`config.mk`:
```
export PLATFORM = sky130hd
export DESIGN_NAME = rof_target_flat
export DESIGN_NICKNAME = d
export VERILOG_FILES = /design/src/rof_pkg.sv /design/src/rof_ring_if.sv /design/src/rof_target.sv /design/src/flat_wrapper.sv
export SDC_FILE = /design/constraint.sdc
export NUM_CORES = 1
export LEC_CHECK = 0
export BUFFER_PORTS_ARGS = -buffer_cell sky130_fd_sc_hd__buf_4
export CAP_MARGIN = 25
export CORE_AREA = 2 2 108 151
export DETAILED_ROUTE_END_ITERATION = 8
export DIE_AREA = 0 0 110 153
export GPL_ROUTABILITY_DRIVEN = 0
export GPL_TIMING_DRIVEN = 0
export HOLD_SLACK_MARGIN = 0.08
export PLACE_DENSITY = 0.4
export SYNTH_ARGS = -nofsm -noshare
export SYNTH_HDL_FRONTEND = slang
export SYNTH_SLANG_ARGS = --single-unit
```
`constraint.sdc`:
```
create_clock -name clk -period 2.5 [get_ports clk]
set_input_delay 0.375 -clock clk [delete_from_list [all_inputs] [get_ports clk]]
set_output_delay 0.375 -clock clk [all_outputs]
set_load 0.05 [all_outputs]
```
`src/rof_pkg.sv`:
```
// Shared constants for the ring OAM frame handler and its ring peer.
// Overview of operation
// - Group code 0001 marks fault management.
// - Functions: 1000 echo request, 1001 response, 0001 flush.
// - Reply path select chooses the echo reply ringlet.
// - Path select: 0 default, 1 ringlet0, 2 ringlet1.
// - Failover bit steers the reply under ring failure.
// - Failover bit: 0 protected, 1 unprotected.
// - Echo payload bytes are copied back unaltered.
// - Payload is opaque and any length, even zero.
// - Flush byte after header is reserved, ignored.
// - Detect control frame of OAM type for us.
// - Classify by group and function code table.
// - Drop frames with unsupported group or function.
// - Report every such drop as an event.
// - Detection checks are order independent, parallel.
// - Reply: response code, own source, request source destination.
// - OAM frames are padded to 24 bytes minimum; target echo replies keep a short request's length.
// - Requester fills response control with reply wishes.
package rof_pkg;

  localparam logic [7:0] OAM_CTRL_TYPE    = 8'h03;
  localparam logic [3:0] GRP_FAULT        = 4'h1;
  localparam logic [3:0] FN_ECHO_REQ      = 4'h8;
  localparam logic [3:0] FN_ECHO_RSP      = 4'h9;
  localparam logic [3:0] FN_FLUSH         = 4'h1;
  localparam logic [1:0] RPS_DEFAULT      = 2'h0;
  localparam logic [1:0] RPS_RING0        = 2'h1;
  localparam logic [1:0] RPS_RING1        = 2'h2;
  localparam logic       POLICY_PROTECTED = 1'h0;
  localparam logic [7:0] PAD_BYTE         = 8'h00;
  localparam logic [7:0] RESERVED_BYTE    = 8'h00;

  localparam int OFS_TYPE      = 0;
  localparam int OFS_DA        = 1;
  localparam int OFS_SA        = 2;
  localparam int OFS_CODES     = 3;
  localparam int OFS_RSPCTL    = 4;
  localparam int HDR_LEN       = 5;
  localparam int RPS_LSB       = 0;
  localparam int FAILOVER_POS  = 2;
  localparam int MIN_FRAME_LEN = 24;

endpackage : rof_pkg

```
`src/rof_ring_if.sv`:
```
// Byte stream link between the OAM target and a peer ring station.
`timescale 1ns/1ps
interface rof_ring_if;
  logic       reqValid;
  logic       reqSop;
  logic       reqEop;
  logic [7:0] reqData;
  logic       rspValid;
  logic       rspSop;
  logic       rspEop;
  logic [7:0] rspData;
  logic       rspRinglet;

  modport target (
    input  reqValid, reqSop, reqEop, reqData,
    output rspValid, rspSop, rspEop, rspData, rspRinglet
  );

  modport peer (
    output reqValid, reqSop, reqEop, reqData,
    input  rspValid, rspSop, rspEop, rspData, rspRinglet
  );
endinterface : rof_ring_if

```
`src/rof_target.sv`:
```
// Device end: detects OAM frames, reports them and answers echo requests.
`timescale 1ns/1ps
module rof_target
  import rof_pkg::*;
(
  input  wire logic       clk,
  input  wire logic       reset,
  input  wire logic [7:0] myAddr,
  input  wire logic       defaultRinglet,
  input  wire logic [1:0] ringletFailed,
  output logic            echoReqSeen,
  output logic            echoRspSeen,
  output logic            flushSeen,
  output logic            dropEvent,
  output logic            runtSeen,
  rof_ring_if.target      ring
);

  // The frame is held back by exactly the header length, so the header
  // is fully decoded when its first byte leaves the delay line.
  localparam int DELAY = HDR_LEN;

  if (DELAY < OFS_RSPCTL + 1) begin : g_chk
    $error("Delay line shorter than the OAM control header.");
  end

  logic [7:0]       hdr_q [HDR_LEN];
  logic             hdrDone_q;
  logic             hdrFresh_q;
  logic [4:0]       inCnt_q;
  logic [4:0]       inCnt_d;
  logic [7:0]       dlData_q [DELAY];
  logic [DELAY-1:0] dlValid_q;
  logic [DELAY-1:0] dlSop_q;
  logic [DELAY-1:0] dlEop_q;
  logic             fwd_q;
  logic             fwd_d;
  logic [2:0]       outPos_q;
  logic [2:0]       outPos_d;
  logic [7:0]       replyDa_q;
  logic             rspValid_q;
  logic             rspSop_q;
  logic             rspEop_q;
  logic [7:0]       rspData_q;
  logic             rspRinglet_q;
  logic             echoReqSeen_q;
  logic             echoRspSeen_q;
  logic             flushSeen_q;
  logic             dropEvent_q;
  logic             runtSeen_q;

  // Input byte position; it saturates once the minimum length is reached.
  wire [4:0] inIdx      = ring.reqSop ? 5'h00 : inCnt_q;
  wire       inStoreHdr = ring.reqValid && (inIdx < 5'(HDR_LEN));
  wire       inLastHdr  = ring.reqValid && (inIdx == 5'(HDR_LEN - 1));
  wire       inRunt     = ring.reqValid && ring.reqEop &&
                          (inIdx < 5'(MIN_FRAME_LEN - 1));

  // All header checks run side by side, none gates another.
  wire       isOamCtrl = hdr_q[OFS_TYPE] == OAM_CTRL_TYPE;
  wire       forMe     = hdr_q[OFS_DA] == myAddr;
  wire [3:0] grpCode   = hdr_q[OFS_CODES][7:4];
  wire [3:0] fnCode    = hdr_q[OFS_CODES][3:0];
  wire       grpFault  = grpCode == GRP_FAULT;
  wire       kEchoReq  = grpFault && (fnCode == FN_ECHO_REQ);
  wire       kEchoRsp  = grpFault && (fnCode == FN_ECHO_RSP);
  wire       kFlush    = grpFault && (fnCode == FN_FLUSH);
  wire       supported = kEchoReq || kEchoRsp || kFlush;
  wire       detected  = hdrDone_q && isOamCtrl && forMe;

  // Response control subfields; flush frames never look at this byte.
  wire [1:0] pathCode  = hdr_q[OFS_RSPCTL][RPS_LSB +: 2];
  wire       policyBit = hdr_q[OFS_RSPCTL][FAILOVER_POS];

  // Codes 0 and 3 both fall back to the default ringlet.
  wire       pathSel   = (pathCode == RPS_RING0) ? 1'b0 :
                         (pathCode == RPS_RING1) ? 1'b1 :
                         defaultRinglet;

  // A protected reply moves to the other ringlet if its own has failed;
  // an unprotected one stays put and may be lost with the ringlet.
  wire       failSwap  = ringletFailed[pathSel] &&
                         (policyBit == POLICY_PROTECTED);
  wire       replyRing = pathSel ^ failSwap;

  wire       tailValid = dlValid_q[DELAY-1];
  wire       tailSop   = dlSop_q[DELAY-1];
  wire       tailEop   = dlEop_q[DELAY-1];
  wire [7:0] tailData  = dlData_q[DELAY-1];

  // Frames shorter than the header never set hdrDone_q and are not answered.
  wire       startReply = tailValid && tailSop && detected && kEchoReq;
  wire       sendByte   = tailValid && (tailSop ? startReply : fwd_q);
  wire [2:0] outPos     = tailSop ? 3'h0 : outPos_q;

  // Destination, source and code bytes are rewritten; every other byte passes through untouched.
  wire [7:0] outByte =
    (outPos == 3'(OFS_DA))    ? replyDa_q :
    (outPos == 3'(OFS_SA))    ? myAddr :
    (outPos == 3'(OFS_CODES)) ? {GRP_FAULT, FN_ECHO_RSP} :
    tailData;

  always_comb begin
    inCnt_d = inCnt_q;
    if (ring.reqValid) begin
      inCnt_d = (inIdx == 5'(MIN_FRAME_LEN)) ? inIdx : inIdx + 5'h01;
    end
  end

  always_comb begin
    fwd_d = fwd_q;
    if (tailValid && tailSop) begin
      fwd_d = startReply && !tailEop;
    end else if (tailValid && tailEop) begin
      fwd_d = 1'b0;
    end
  end

  always_comb begin
    outPos_d = outPos_q;
    if (tailValid) begin
      outPos_d = (outPos == 3'(HDR_LEN)) ? outPos : outPos + 3'h1;
    end
  end

  always_ff @(posedge clk) begin
    if (reset) begin
      inCnt_q    <= 5'h00;
      hdrDone_q  <= 1'b0;
      hdrFresh_q <= 1'b0;
    end else begin
      inCnt_q    <= inCnt_d;
      hdrFresh_q <= inLastHdr;
      if (inLastHdr) begin
        hdrDone_q <= 1'b1;
      end else if (ring.reqValid && ring.reqSop) begin
        hdrDone_q <= 1'b0;
      end
    end
  end

  // Header bytes are data only; they need no reset.
  always_ff @(posedge clk) begin
    if (inStoreHdr) begin
      hdr_q[inIdx[2:0]] <= ring.reqData;
    end
  end

  always_ff @(posedge clk) begin
    dlData_q[0] <= ring.reqData;
    for (int i = 1; i < DELAY; i++) begin
      dlData_q[i] <= dlData_q[i-1];
    end
  end

  always_ff @(posedge clk) begin
    if (reset) begin
      dlValid_q <= '0;
      dlSop_q   <= '0;
      dlEop_q   <= '0;
    end else begin
      dlValid_q <= {dlValid_q[DELAY-2:0], ring.reqValid};
      dlSop_q   <= {dlSop_q[DELAY-2:0], ring.reqSop};
      dlEop_q   <= {dlEop_q[DELAY-2:0], ring.reqEop};
    end
  end

  always_ff @(posedge clk) begin
    if (reset) begin
      fwd_q        <= 1'b0;
      outPos_q     <= 3'h0;
      replyDa_q    <= 8'h00;
      rspRinglet_q <= 1'b0;
    end else begin
      fwd_q    <= fwd_d;
      outPos_q <= outPos_d;
      if (startReply) begin
        replyDa_q    <= hdr_q[OFS_SA];
        rspRinglet_q <= replyRing;
      end
    end
  end

  always_ff @(posedge clk) begin
    if (reset) begin
      rspValid_q <= 1'b0;
      rspSop_q   <= 1'b0;
      rspEop_q   <= 1'b0;
      rspData_q  <= 8'h00;
    end else begin
      rspValid_q <= sendByte;
      rspSop_q   <= sendByte && tailSop;
      rspEop_q   <= sendByte && tailEop;
      if (sendByte) begin
        rspData_q <= outByte;
      end
    end
  end

  // Header events fire once per frame, in the cycle after the header completes; runtSeen fires the cycle after a short frame's last byte.
  always_ff @(posedge clk) begin
    if (reset) begin
      echoReqSeen_q <= 1'b0;
      echoRspSeen_q <= 1'b0;
      flushSeen_q   <= 1'b0;
      dropEvent_q   <= 1'b0;
      runtSeen_q    <= 1'b0;
    end else begin
      echoReqSeen_q <= hdrFresh_q && detected && kEchoReq;
      echoRspSeen_q <= hdrFresh_q && detected && kEchoRsp;
      flushSeen_q   <= hdrFresh_q && detected && kFlush;
      dropEvent_q   <= hdrFresh_q && detected && !supported;
      runtSeen_q    <= inRunt;
    end
  end

  assign ring.rspValid   = rspValid_q;
  assign ring.rspSop     = rspSop_q;
  assign ring.rspEop     = rspEop_q;
  assign ring.rspData    = rspData_q;
  assign ring.rspRinglet = rspRinglet_q;
  assign echoReqSeen     = echoReqSeen_q;
  assign echoRspSeen     = echoRspSeen_q;
  assign flushSeen       = flushSeen_q;
  assign dropEvent       = dropEvent_q;
  assign runtSeen        = runtSeen_q;

endmodule : rof_target

```
`src/flat_wrapper.sv`:
```
// flat-port wrapper written by rule: the top's interface ports become plain ports
module rof_target_flat import rof_pkg::*;
  (clk, reset, myAddr, defaultRinglet, ringletFailed, echoReqSeen, echoRspSeen, flushSeen, dropEvent, runtSeen, ring_reqValid, ring_reqSop, ring_reqEop, ring_reqData, ring_rspValid, ring_rspSop, ring_rspEop, ring_rspData, ring_rspRinglet);
  rof_ring_if ring_i ();
  input  wire logic clk;
  input  wire logic reset;
  input  wire logic [7:0] myAddr;
  input  wire logic defaultRinglet;
  input  wire logic [1:0] ringletFailed;
  output logic echoReqSeen;
  output logic echoRspSeen;
  output logic flushSeen;
  output logic dropEvent;
  output logic runtSeen;
  input wire logic [$bits(ring_i.reqValid)-1:0] ring_reqValid;
  input wire logic [$bits(ring_i.reqSop)-1:0] ring_reqSop;
  input wire logic [$bits(ring_i.reqEop)-1:0] ring_reqEop;
  input wire logic [$bits(ring_i.reqData)-1:0] ring_reqData;
  output wire logic [$bits(ring_i.rspValid)-1:0] ring_rspValid;
  output wire logic [$bits(ring_i.rspSop)-1:0] ring_rspSop;
  output wire logic [$bits(ring_i.rspEop)-1:0] ring_rspEop;
  output wire logic [$bits(ring_i.rspData)-1:0] ring_rspData;
  output wire logic [$bits(ring_i.rspRinglet)-1:0] ring_rspRinglet;
  assign ring_i.reqValid = ring_reqValid;
  assign ring_i.reqSop = ring_reqSop;
  assign ring_i.reqEop = ring_reqEop;
  assign ring_i.reqData = ring_reqData;
  assign ring_rspValid = ring_i.rspValid;
  assign ring_rspSop = ring_i.rspSop;
  assign ring_rspEop = ring_i.rspEop;
  assign ring_rspData = ring_i.rspData;
  assign ring_rspRinglet = ring_i.rspRinglet;
  rof_target u_core (.clk(clk), .reset(reset), .myAddr(myAddr), .defaultRinglet(defaultRinglet), .ringletFailed(ringletFailed), .echoReqSeen(echoReqSeen), .echoRspSeen(echoRspSeen), .flushSeen(flushSeen), .dropEvent(dropEvent), .runtSeen(runtSeen), .ring(ring_i));
endmodule
```
==> results of run 1 <==
## report_power, final
| group | switching, W | internal [W] | leakage, nW | total [W] |
|---|---|---|---|---|
| logic | 0.0000884 | 0.0000557 | 0.815 | 0.000144 |
| registers | 0.0000169 | 0.00216 | 1.07 | 0.00218 |
| clock network | 0.000887 | 0.00135 | 0.271 | 0.00223 |
| total | 0.000992 | 0.00356 | 2.16 | 0.00455 |
## cell families (layout without fill, tap and decap cells)
family,count (synthesis),after routing,share of synthesized area (%)
AND/OR/NAND/NOR,118,118,15.4
flip-flops,126,126,67.7
adder cells (fa/ha/maj),7,7,2.01
AO/OA/AOI/OAI,46,46,7.52
multiplexers,11,11,2.60
XOR/XNOR,9,9,1.86
buffers and inverters,27,98,2.86
## flip-flops by register name (all words and copies together), names as in the netlist
name	cells
u_core.echoRspSeen	1
u_core.hdrFresh_q	1
u_core.dropEvent	1
u_core.ring.rspSop	1
u_core.dlValid_q	5
u_core.ring.rspRinglet	1
u_core.hdr_q	35
u_core.dlData_q	40
u_core.outPos_q	3
u_core.dlSop_q	5
u_core.inCnt_q	5
u_core.dlEop_q	5
u_core.flushSeen	1
u_core.ring.rspEop	1
u_core.runtSeen	1
u_core.echoReqSeen	1
u_core.ring.rspData	8
u_core.hdrDone_q	1
u_core.replyDa_q	8
u_core.fwd_q	1
u_core.ring.rspValid	1
## cell type report
cell class	count	share of cell area (%)
Sequential cell	126	53.8
Multi-Input combinational cell	191	23.4
Clock buffer	19	8.69
Timing Repair Buffer	40	5.62
Tap cell	196	4.59
Clock inverter	12	1.59
Buffer	15	1.48
Inverter	12	0.843
## synthesized netlist by cell type, types with 2 or more instances
library cell	count
sky130_fd_sc_hd__or3_1	3
sky130_fd_sc_hd__nand4_1	8
sky130_fd_sc_hd__edfxtp_1	35
sky130_fd_sc_hd__ha_1	6
sky130_fd_sc_hd__and3_1	2
sky130_fd_sc_hd__o211a_1	3
sky130_fd_sc_hd__a31oi_1	3
sky130_fd_sc_hd__and2_1	2
sky130_fd_sc_hd__a311oi_1	6
sky130_fd_sc_hd__a21oi_1	12
sky130_fd_sc_hd__mux2i_1	11
sky130_fd_sc_hd__nand2b_1	9
sky130_fd_sc_hd__a32oi_1	2
sky130_fd_sc_hd__xnor2_1	8
sky130_fd_sc_hd__clkbuf_1	11
sky130_fd_sc_hd__nand2_1	14
sky130_fd_sc_hd__or2_2	2
sky130_fd_sc_hd__nor2b_1	19
sky130_fd_sc_hd__o41ai_1	5
sky130_fd_sc_hd__dfxtp_1	91
sky130_fd_sc_hd__nor4_4	2
sky130_fd_sc_hd__nor3_1	7
sky130_fd_sc_hd__nand3_1	4
sky130_fd_sc_hd__o21ai_0	9
sky130_fd_sc_hd__nor2_1	36
sky130_fd_sc_hd__inv_1	11
## timing repair
action,in CTS,in global routing
endpoints found under the hold margin,0,0
gates resized for setup,2,2
endpoints found under the setup margin,8,5
## metrics by stage
| step | setup WS (ps) | instances | setup TNS (ps) | util, % |
|---|---|---|---|---|
| floorplan | 524 | 344 | 0 | - |
| global placement | -196 | 579 | -1290 | 30.9 |
| detailed placement | -180 | 580 | -1070 | 30.9 |
| CTS | 115 | 611 | 0 | 34.5 |
| global route | 99.1 | 611 | 0 | 34.5 |
| finish | 279 | 611 | 0 | 34.5 |
## worst max-delay path by stage
stage	startpoint	endpoint	slack [ps]	cells past startpoint
floorplan	u_core.hdr_q[3][7]	u_core.replyDa_q[3]	520	7
global placement	u_core.dlSop_q[4]	u_core.ring.rspData[5]	-200	8
detailed placement	u_core.dlSop_q[4]	u_core.ring.rspData[5]	-180	8
CTS	u_core.dlSop_q[4]	u_core.ring.rspData[5]	120	8
global route	u_core.dlSop_q[4]	u_core.ring.rspData[6]	100	8
finish	u_core.dlSop_q[4]	u_core.ring.rspData[5]	280	8
## metal layers
metal	GRT usage, %	vias up	wire length (um)
met2	20.0	57	4840
met1	13.4	1279	4080
li1	-	1337	-
met5	0	-	0
met3	4.31	14	318
met4	6.69	0	226
==> results.md, run 1 <==
- Share of the yosys chip area belonging to registers: 67.7%
- Outcome: finished, final reports clean
- Critical path buffer and inverter count: 3
- Top-level port count: 41
- Slowest cell delay on critical path: around 450 ps
- X dimension of the die: ~110 um
- Commonest cells after routing, fill and taps aside: 90 x sky130_fd_sc_hd__dfxtp_1, 40 x sky130_fd_sc_hd__buf_4, 36 x sky130_fd_sc_hd__nor2_1
- Wire length of the first global-routing pass: roughly 14000 um
- Number of cell rows: 54
- Number of hold violations in the final report: 0
- Starting density of the core: 27.4%
- Routed vias: approximately 2700
- Max Cap Viol: 0
- Minimum period implied by the final worst setup slack: 2220 ps
- Area of the mapped netlist: roughly 0.0042 mm^2
- Area of the core region: between 0.015 and 0.02 mm^2
- Clock Sinks: roughly 130
- Largest area contributor in the netlist: sky130_fd_sc_hd__dfxtp_1
- Port Buf Inserts: 39
- Critical path start-end classification: flop to flop
- Via count of the first global-routing pass: between 2000 and 3000
- HPWL Detailed: between 6000 and 7000 um
- Layout Area Growth over Synthesis: 25.9%
- Hold Crit Depth: 1
- WL per Instance: between 15 and 20 um
- Cell Area, Placed: about 0.0048 mm^2
- Peak fanout along the critical path: 10
- Post-CTS setup buffers: 0
- Top-area cell type share of the netlist area: between 40% and 50%
- All-layer global routing usage: between 10% and 20%
- Nets@finish: 433
- Maximum buffer depth of the clock tree: 2
- Sequence of cells on the critical path: and2b_1 > inv_1 > ha_1 > buf_1 > clkbuf_1 > a21oi_1 > a311oi_1 > o41ai_1
- Register clock-pin slew on the reported worst setup and hold paths: ~60 ps
- Largest net degree at the start of global routing: 17
- Area of the multi-input gates: 0.00125 mm^2
- Number of inserted diodes: 0
- Rel. slew slack: around half
- Setup skew after layout: between 15 and 20 ps
- Final hold slack: between 100 and 150 ps
- Wirelength, routed: between 9000 and 10000 um
- Number of antenna violations at the first check in global routing: 0
- CTS tree: built
- Number of synthesized flops with an enable pin: 35
- Number of flip-flops and latches in the synthesized netlist: about 130
- Detailed router's first-iteration violation count: 85
- Distinct cells, synth: 49
- Max Slew Vio Count: 0
- Tot Pwr: between 0.004 and 0.005 W
- Achievable clock frequency: 0.450 GHz
- Syn Area/Cell: 12.3 um^2
- Arrival time reported for the critical path endpoint: 2490 ps
- Sum of overflow across all layers after global routing: 0
- Power density cells: between 800 and 900 mW/mm^2
- Setup-violating endpoint count in the final report: 0
- Number of DRC violations after detailed routing: 0
- Part of the cycle the worst path needs: 88.8%
- Worst R2R Setup Slack: 280 ps
- Yosys warning count: 0
- Number of buffers created by CTS: 17
- Vertical extent of the die: between 150 and 200 um
- Worst min-delay path endpoint: u_core.dlData_q[0][3]
- Hold-fix buffers, CTS: 0
- Max rail drop VDD: between 400 and 500 uV
- Min-delay src: ring_reqData[3]
- Share of flip-flops with an asynchronous set or reset: 0%
- Clock root cell: sky130_fd_sc_hd__clkbuf_16
- Syn Nets: about 370
- First-pass iteration count of the detailed router: 6
- Leading post-synthesis cells by cell area: sky130_fd_sc_hd__dfxtp_1 43%, sky130_fd_sc_hd__edfxtp_1 25%, sky130_fd_sc_hd__nor2_1 3.2%, sky130_fd_sc_hd__nor2b_1 2.8%, sky130_fd_sc_hd__mux2i_1 2.6%
- ANT nets after route: 0
- Average via count per standard cell: 4.40
- Area of all placed cells without fillers: roughly 0.0053 mm^2
- Clock network latency to the later pin of the worst-skew pair: around 420 ps
- Launch point of the worst reg-to-reg path: u_core.dlSop_q[4]
- Tightest Pin Transition: 750 ps
- Static Leakage: about 2.2 nW
- RR Endpoint: u_core.ring.rspData[5]
- Critical Path End Type: flop
- Sequential Area: approximately 0.0029 mm^2
- Startpoint types: flop
- Number of filler cells placed in the layout: 1559
- Leading cell type in the layout, fill and taps excluded: sky130_fd_sc_hd__dfxtp_1
- Post-Syn Instances: about 340
- RSZ-0062 raised after global routing: no
- Register-to-Register Path Depth: 8
- Die Outline Area: roughly 0.017 mm^2
- Worst path top cell family by delay: buffers and inverters
- Dominant register cell in the synthesized netlist: sky130_fd_sc_hd__dfxtp_1
- Worst-path cell with the longest stage delay: sky130_fd_sc_hd__dfxtp_2
- Critical Path RT: 2770 ps
- Type of the worst min-delay path: input pin to flop
- Maximum level of the CTS H-tree: 4
- Ratio of cells with drive above 1 in the final layout: a little over 20%
Note: power is estimated with default switching activity, not from simulation.
==> run 2: changes to the inputs <==
--- a/config.mk
+++ b/config.mk
@@ -7,13 +7,13 @@
 export LEC_CHECK = 0
 export BUFFER_PORTS_ARGS = -buffer_cell sky130_fd_sc_hd__buf_4
 export CAP_MARGIN = 25
-export CORE_AREA = 2 2 108 151
+export CORE_AREA = 2 2 78 109
 export DETAILED_ROUTE_END_ITERATION = 8
-export DIE_AREA = 0 0 110 153
+export DIE_AREA = 0 0 80 111
 export GPL_ROUTABILITY_DRIVEN = 0
 export GPL_TIMING_DRIVEN = 0
 export HOLD_SLACK_MARGIN = 0.08
-export PLACE_DENSITY = 0.4
+export PLACE_DENSITY = 0.7
 export SYNTH_ARGS = -nofsm -noshare
 export SYNTH_HDL_FRONTEND = slang
 export SYNTH_SLANG_ARGS = --single-unit
==> run 2 against run 1 <==
Setup slack worse by 56 ps. Clock power rose by 12%. First-iteration DRC count up 40%. Largest cell class unchanged. Cell count shrank 15%. Combinational power shrank 5%. Routed wire length is 16% lower. Clock skew fell by 6.6 ps. Largest power group unchanged. Sequential power is essentially flat. Power up 5.5%. Core utilization up 32 points. Critical path depth increased by 1. Sequential share of layout area increased by 0.54 points.
==> results.md, run 2 (synthesis results as in run 1) <==
- RR Endpoint: u_core.ring.rspData[3] (was u_core.ring.rspData[5])
- Routed metal-1 wire length: 3150 um (was 4080 um)
- Number of inserted diodes: 0 (unchanged)
- ANT nets after route: 0 (unchanged)
- Area of the core region: 0.00800 mm^2 (was 0.0155 mm^2)
- HPWL Detailed: 5590 um (was 6890 um)
- Rel. slew slack: 43.3% (was 49.6%)
- Commonest cells after routing, fill and taps aside: 91 x sky130_fd_sc_hd__dfxtp_1, 40 x sky130_fd_sc_hd__buf_4, 36 x sky130_fd_sc_hd__nor2_1 (was 90 x sky130_fd_sc_hd__dfxtp_1, 40 x sky130_fd_sc_hd__buf_4, 36 x sky130_fd_sc_hd__nor2_1)
- Final setup TNS: 0 ps (unchanged)
- Maximum buffer depth of the clock tree: 2 (unchanged)
- Tightest Pin Transition: 843 ps (was 750 ps)
- Cell Area, Placed: 0.00467 mm^2 (was 0.00479 mm^2)
- Ratio of cells with drive above 1 in the final layout: 20.7% (was 20.5%)
- Power density cells: 908 mW/mm^2 (was 853 mW/mm^2)
- Highest signal layer in the routed design: met4 (unchanged)
- Launch point of the worst reg-to-reg path: u_core.dlSop_q[4] (unchanged)
- Area of the multi-input gates: 0.00125 mm^2 (unchanged)
- Reg with most FFs: u_core.dlData_q (unchanged)
- Number of cell rows: 39 (was 54)
- Static Leakage: 2.19 nW (was 2.16 nW)
- Detailed router's first-iteration violation count: 119 (was 85)
- Setup ws final: 223 ps (was 279 ps)
- WL per Instance: 15.3 um (was 15.5 um)
- Type of the worst min-delay path: input pin to flop (unchanged)
- First-pass iteration count of the detailed router: 4 (was 6)
- Startpoint types: flop (unchanged)
- Die Outline Area: 0.00888 mm^2 (was 0.0168 mm^2)
- Worst R2R Setup Slack: 220 ps (was 280 ps)
- Area of all placed cells without fillers: 0.00529 mm^2 (was 0.00534 mm^2)
- CTS tree: built (unchanged)
- Sequential Area: 0.00287 mm^2 (about the same)
- Critical Path End Type: flop (unchanged)
- RSZ-0062 raised after global routing: no (unchanged)
- X dimension of the die: 80 um (was 110 um)
- Setup-violating endpoint count in the final report: 0 (unchanged)
- Achievable clock frequency: 0.439 GHz (was 0.450 GHz)
- Register clock-pin slew on the reported worst setup and hold paths: 50 ps (was 60 ps)
- Hold Crit Depth: 1 (unchanged)
- Pre-CTS worst setup slack: -1.85 ps (was -180 ps)
- Number of antenna violations at the first check in global routing: 0 (unchanged)
- Post-CTS setup buffers: 0 (unchanged)
- Max Slew Vio Count: 0 (unchanged)
- Max Cap Viol: 0 (unchanged)
- Min-delay src: ring_reqData[6] (was ring_reqData[3])
- Max FFs per register: 40 (unchanged)
- Clock root cell: sky130_fd_sc_hd__clkbuf_16 (unchanged)
- All-layer global routing usage: 19.8% (was 12.2%)
- Leading cell type in the layout, fill and taps excluded: sky130_fd_sc_hd__dfxtp_1 (unchanged)
- Minimum period implied by the final worst setup slack: 2280 ps (was 2220 ps)
- Nets@finish: 433 (unchanged)
- Setup skew after layout: 10.9 ps (was 17.5 ps)
- Register-to-Register Path Depth: 9 (was 8)
- Worst min-delay path endpoint: u_core.dlData_q[0][6] (was u_core.dlData_q[0][3])
- Max rail drop VDD: 636 uV (was 418 uV)
- Starting density of the core: 53.0% (was 27.4%)
- Routed vias: 2747 (was 2687)
- Vertical extent of the die: 111 um (was 153 um)
- Detailed-routed wire length on met3: 448 um (was 318 um)
- Number of DRC violations after detailed routing: 0 (unchanged)
- Number of buffers created by CTS: 17 (unchanged)
- Wire length of the first global-routing pass: 12800 um (was 14500 um)
- Wirelength, routed: 7950 um (was 9470 um)
- Number of hold violations in the final report: 0 (unchanged)
- Port Buf Inserts: 39 (unchanged)
- Layout Area Growth over Synthesis: 24.6% (was 25.9%)
- Number of filler cells placed in the layout: 636 (was 1559)
- Maximum level of the CTS H-tree: 4 (unchanged)
- Average via count per standard cell: 5.30 (was 4.40)
- Clock Sinks: 126 (unchanged)
- Met2 layer wire length in the routed design: 4100 um (was 4840 um)
- Largest net degree at the start of global routing: 17 (unchanged)
- Outcome: finished, final reports clean (unchanged)
- Part of the cycle the worst path needs: 91.1% (was 88.8%)
- Arrival time reported for the critical path endpoint: 2630 ps (was 2490 ps)
- Clock network latency to the later pin of the worst-skew pair: 410 ps (was 420 ps)
- Peak fanout along the critical path: 10 (unchanged)
- Via count of the first global-routing pass: 2713 (was 2610)
- Sum of overflow across all layers after global routing: 0 (unchanged)
- Critical Path RT: 2850 ps (was 2770 ps)
- Top-level port count: 41 (unchanged)
- Critical path start-end classification: flop to flop (unchanged)
## run 2: how the worst max path moves through the flow
| stage | startpoint | end | slack [ps] |
|---|---|---|---|
| floorplan | u_core.hdr_q[3][7] | u_core.replyDa_q[3] | 520 |
| global placement | u_core.dlSop_q[4] | u_core.ring.rspData[4] | 20 |
| detailed placement | u_core.dlSop_q[4] | u_core.ring.rspData[5] | -2 |
| CTS | u_core.dlSop_q[4] | u_core.ring.rspData[3] | 80 |
| global route | u_core.dlSop_q[4] | u_core.ring.rspData[3] | 60 |
| finish | u_core.dlSop_q[4] | u_core.ring.rspData[3] | 220 |
## run 2: repair_timing
item                       4_1_cts  5_1_grt
gates resized for setup          1        4
hold buffers                     0        0
cloned                           0        0
setup endpoints to repair        2        6
## run 2: metrics by stage
stage                     hold WS (ps)  power [W]  util (%)  instances
after global placement             310    0.00235      58.3        485
final                              119    0.00480      66.0        518
after detailed placement           312    0.00236      58.3        486
after CTS                         98.5    0.00484      66.0        518
after floorplan                    310    0.00228         -        344
after global routing              99.9    0.00495      66.0        518
## run 2: report_power, final
part	total (W)	internal, W	switching (W)
combinational	0.000137	0.0000555	0.0000816
clock	0.00249	0.00162	0.000866
sequential	0.00218	0.00216	0.0000167
## run 2: routing by layer
layer,vias up,global-route usage [%]
met5,-,0
met4,0,10.2
met3,19,8.14
met2,85,32.3
met1,1314,21.8
li1,1329,-
## run 2: critical path, stage by stage, from the launching register on
cell and delay [ps]:
sky130_fd_sc_hd__dfxtp_1 550, sky130_fd_sc_hd__nand2b_1 180, sky130_fd_sc_hd__clkbuf_2 220, sky130_fd_sc_hd__clkbuf_2 260, sky130_fd_sc_hd__ha_1 330, sky130_fd_sc_hd__nor2_1 100, sky130_fd_sc_hd__a21oi_1 160, sky130_fd_sc_hd__a31oi_1 60
sky130_fd_sc_hd__o21ai_0 200, sky130_fd_sc_hd__o211a_1 150
## run 2: area by class of cell
type	count	area share (%)
sequential	126	54.4
multi-input combinational	191	23.6
clock buffer	18	8.52
timing repair buffer	40	5.68
clock inverter	14	3.05
tap	102	2.41
buffer	15	1.52
inverter	12	0.852
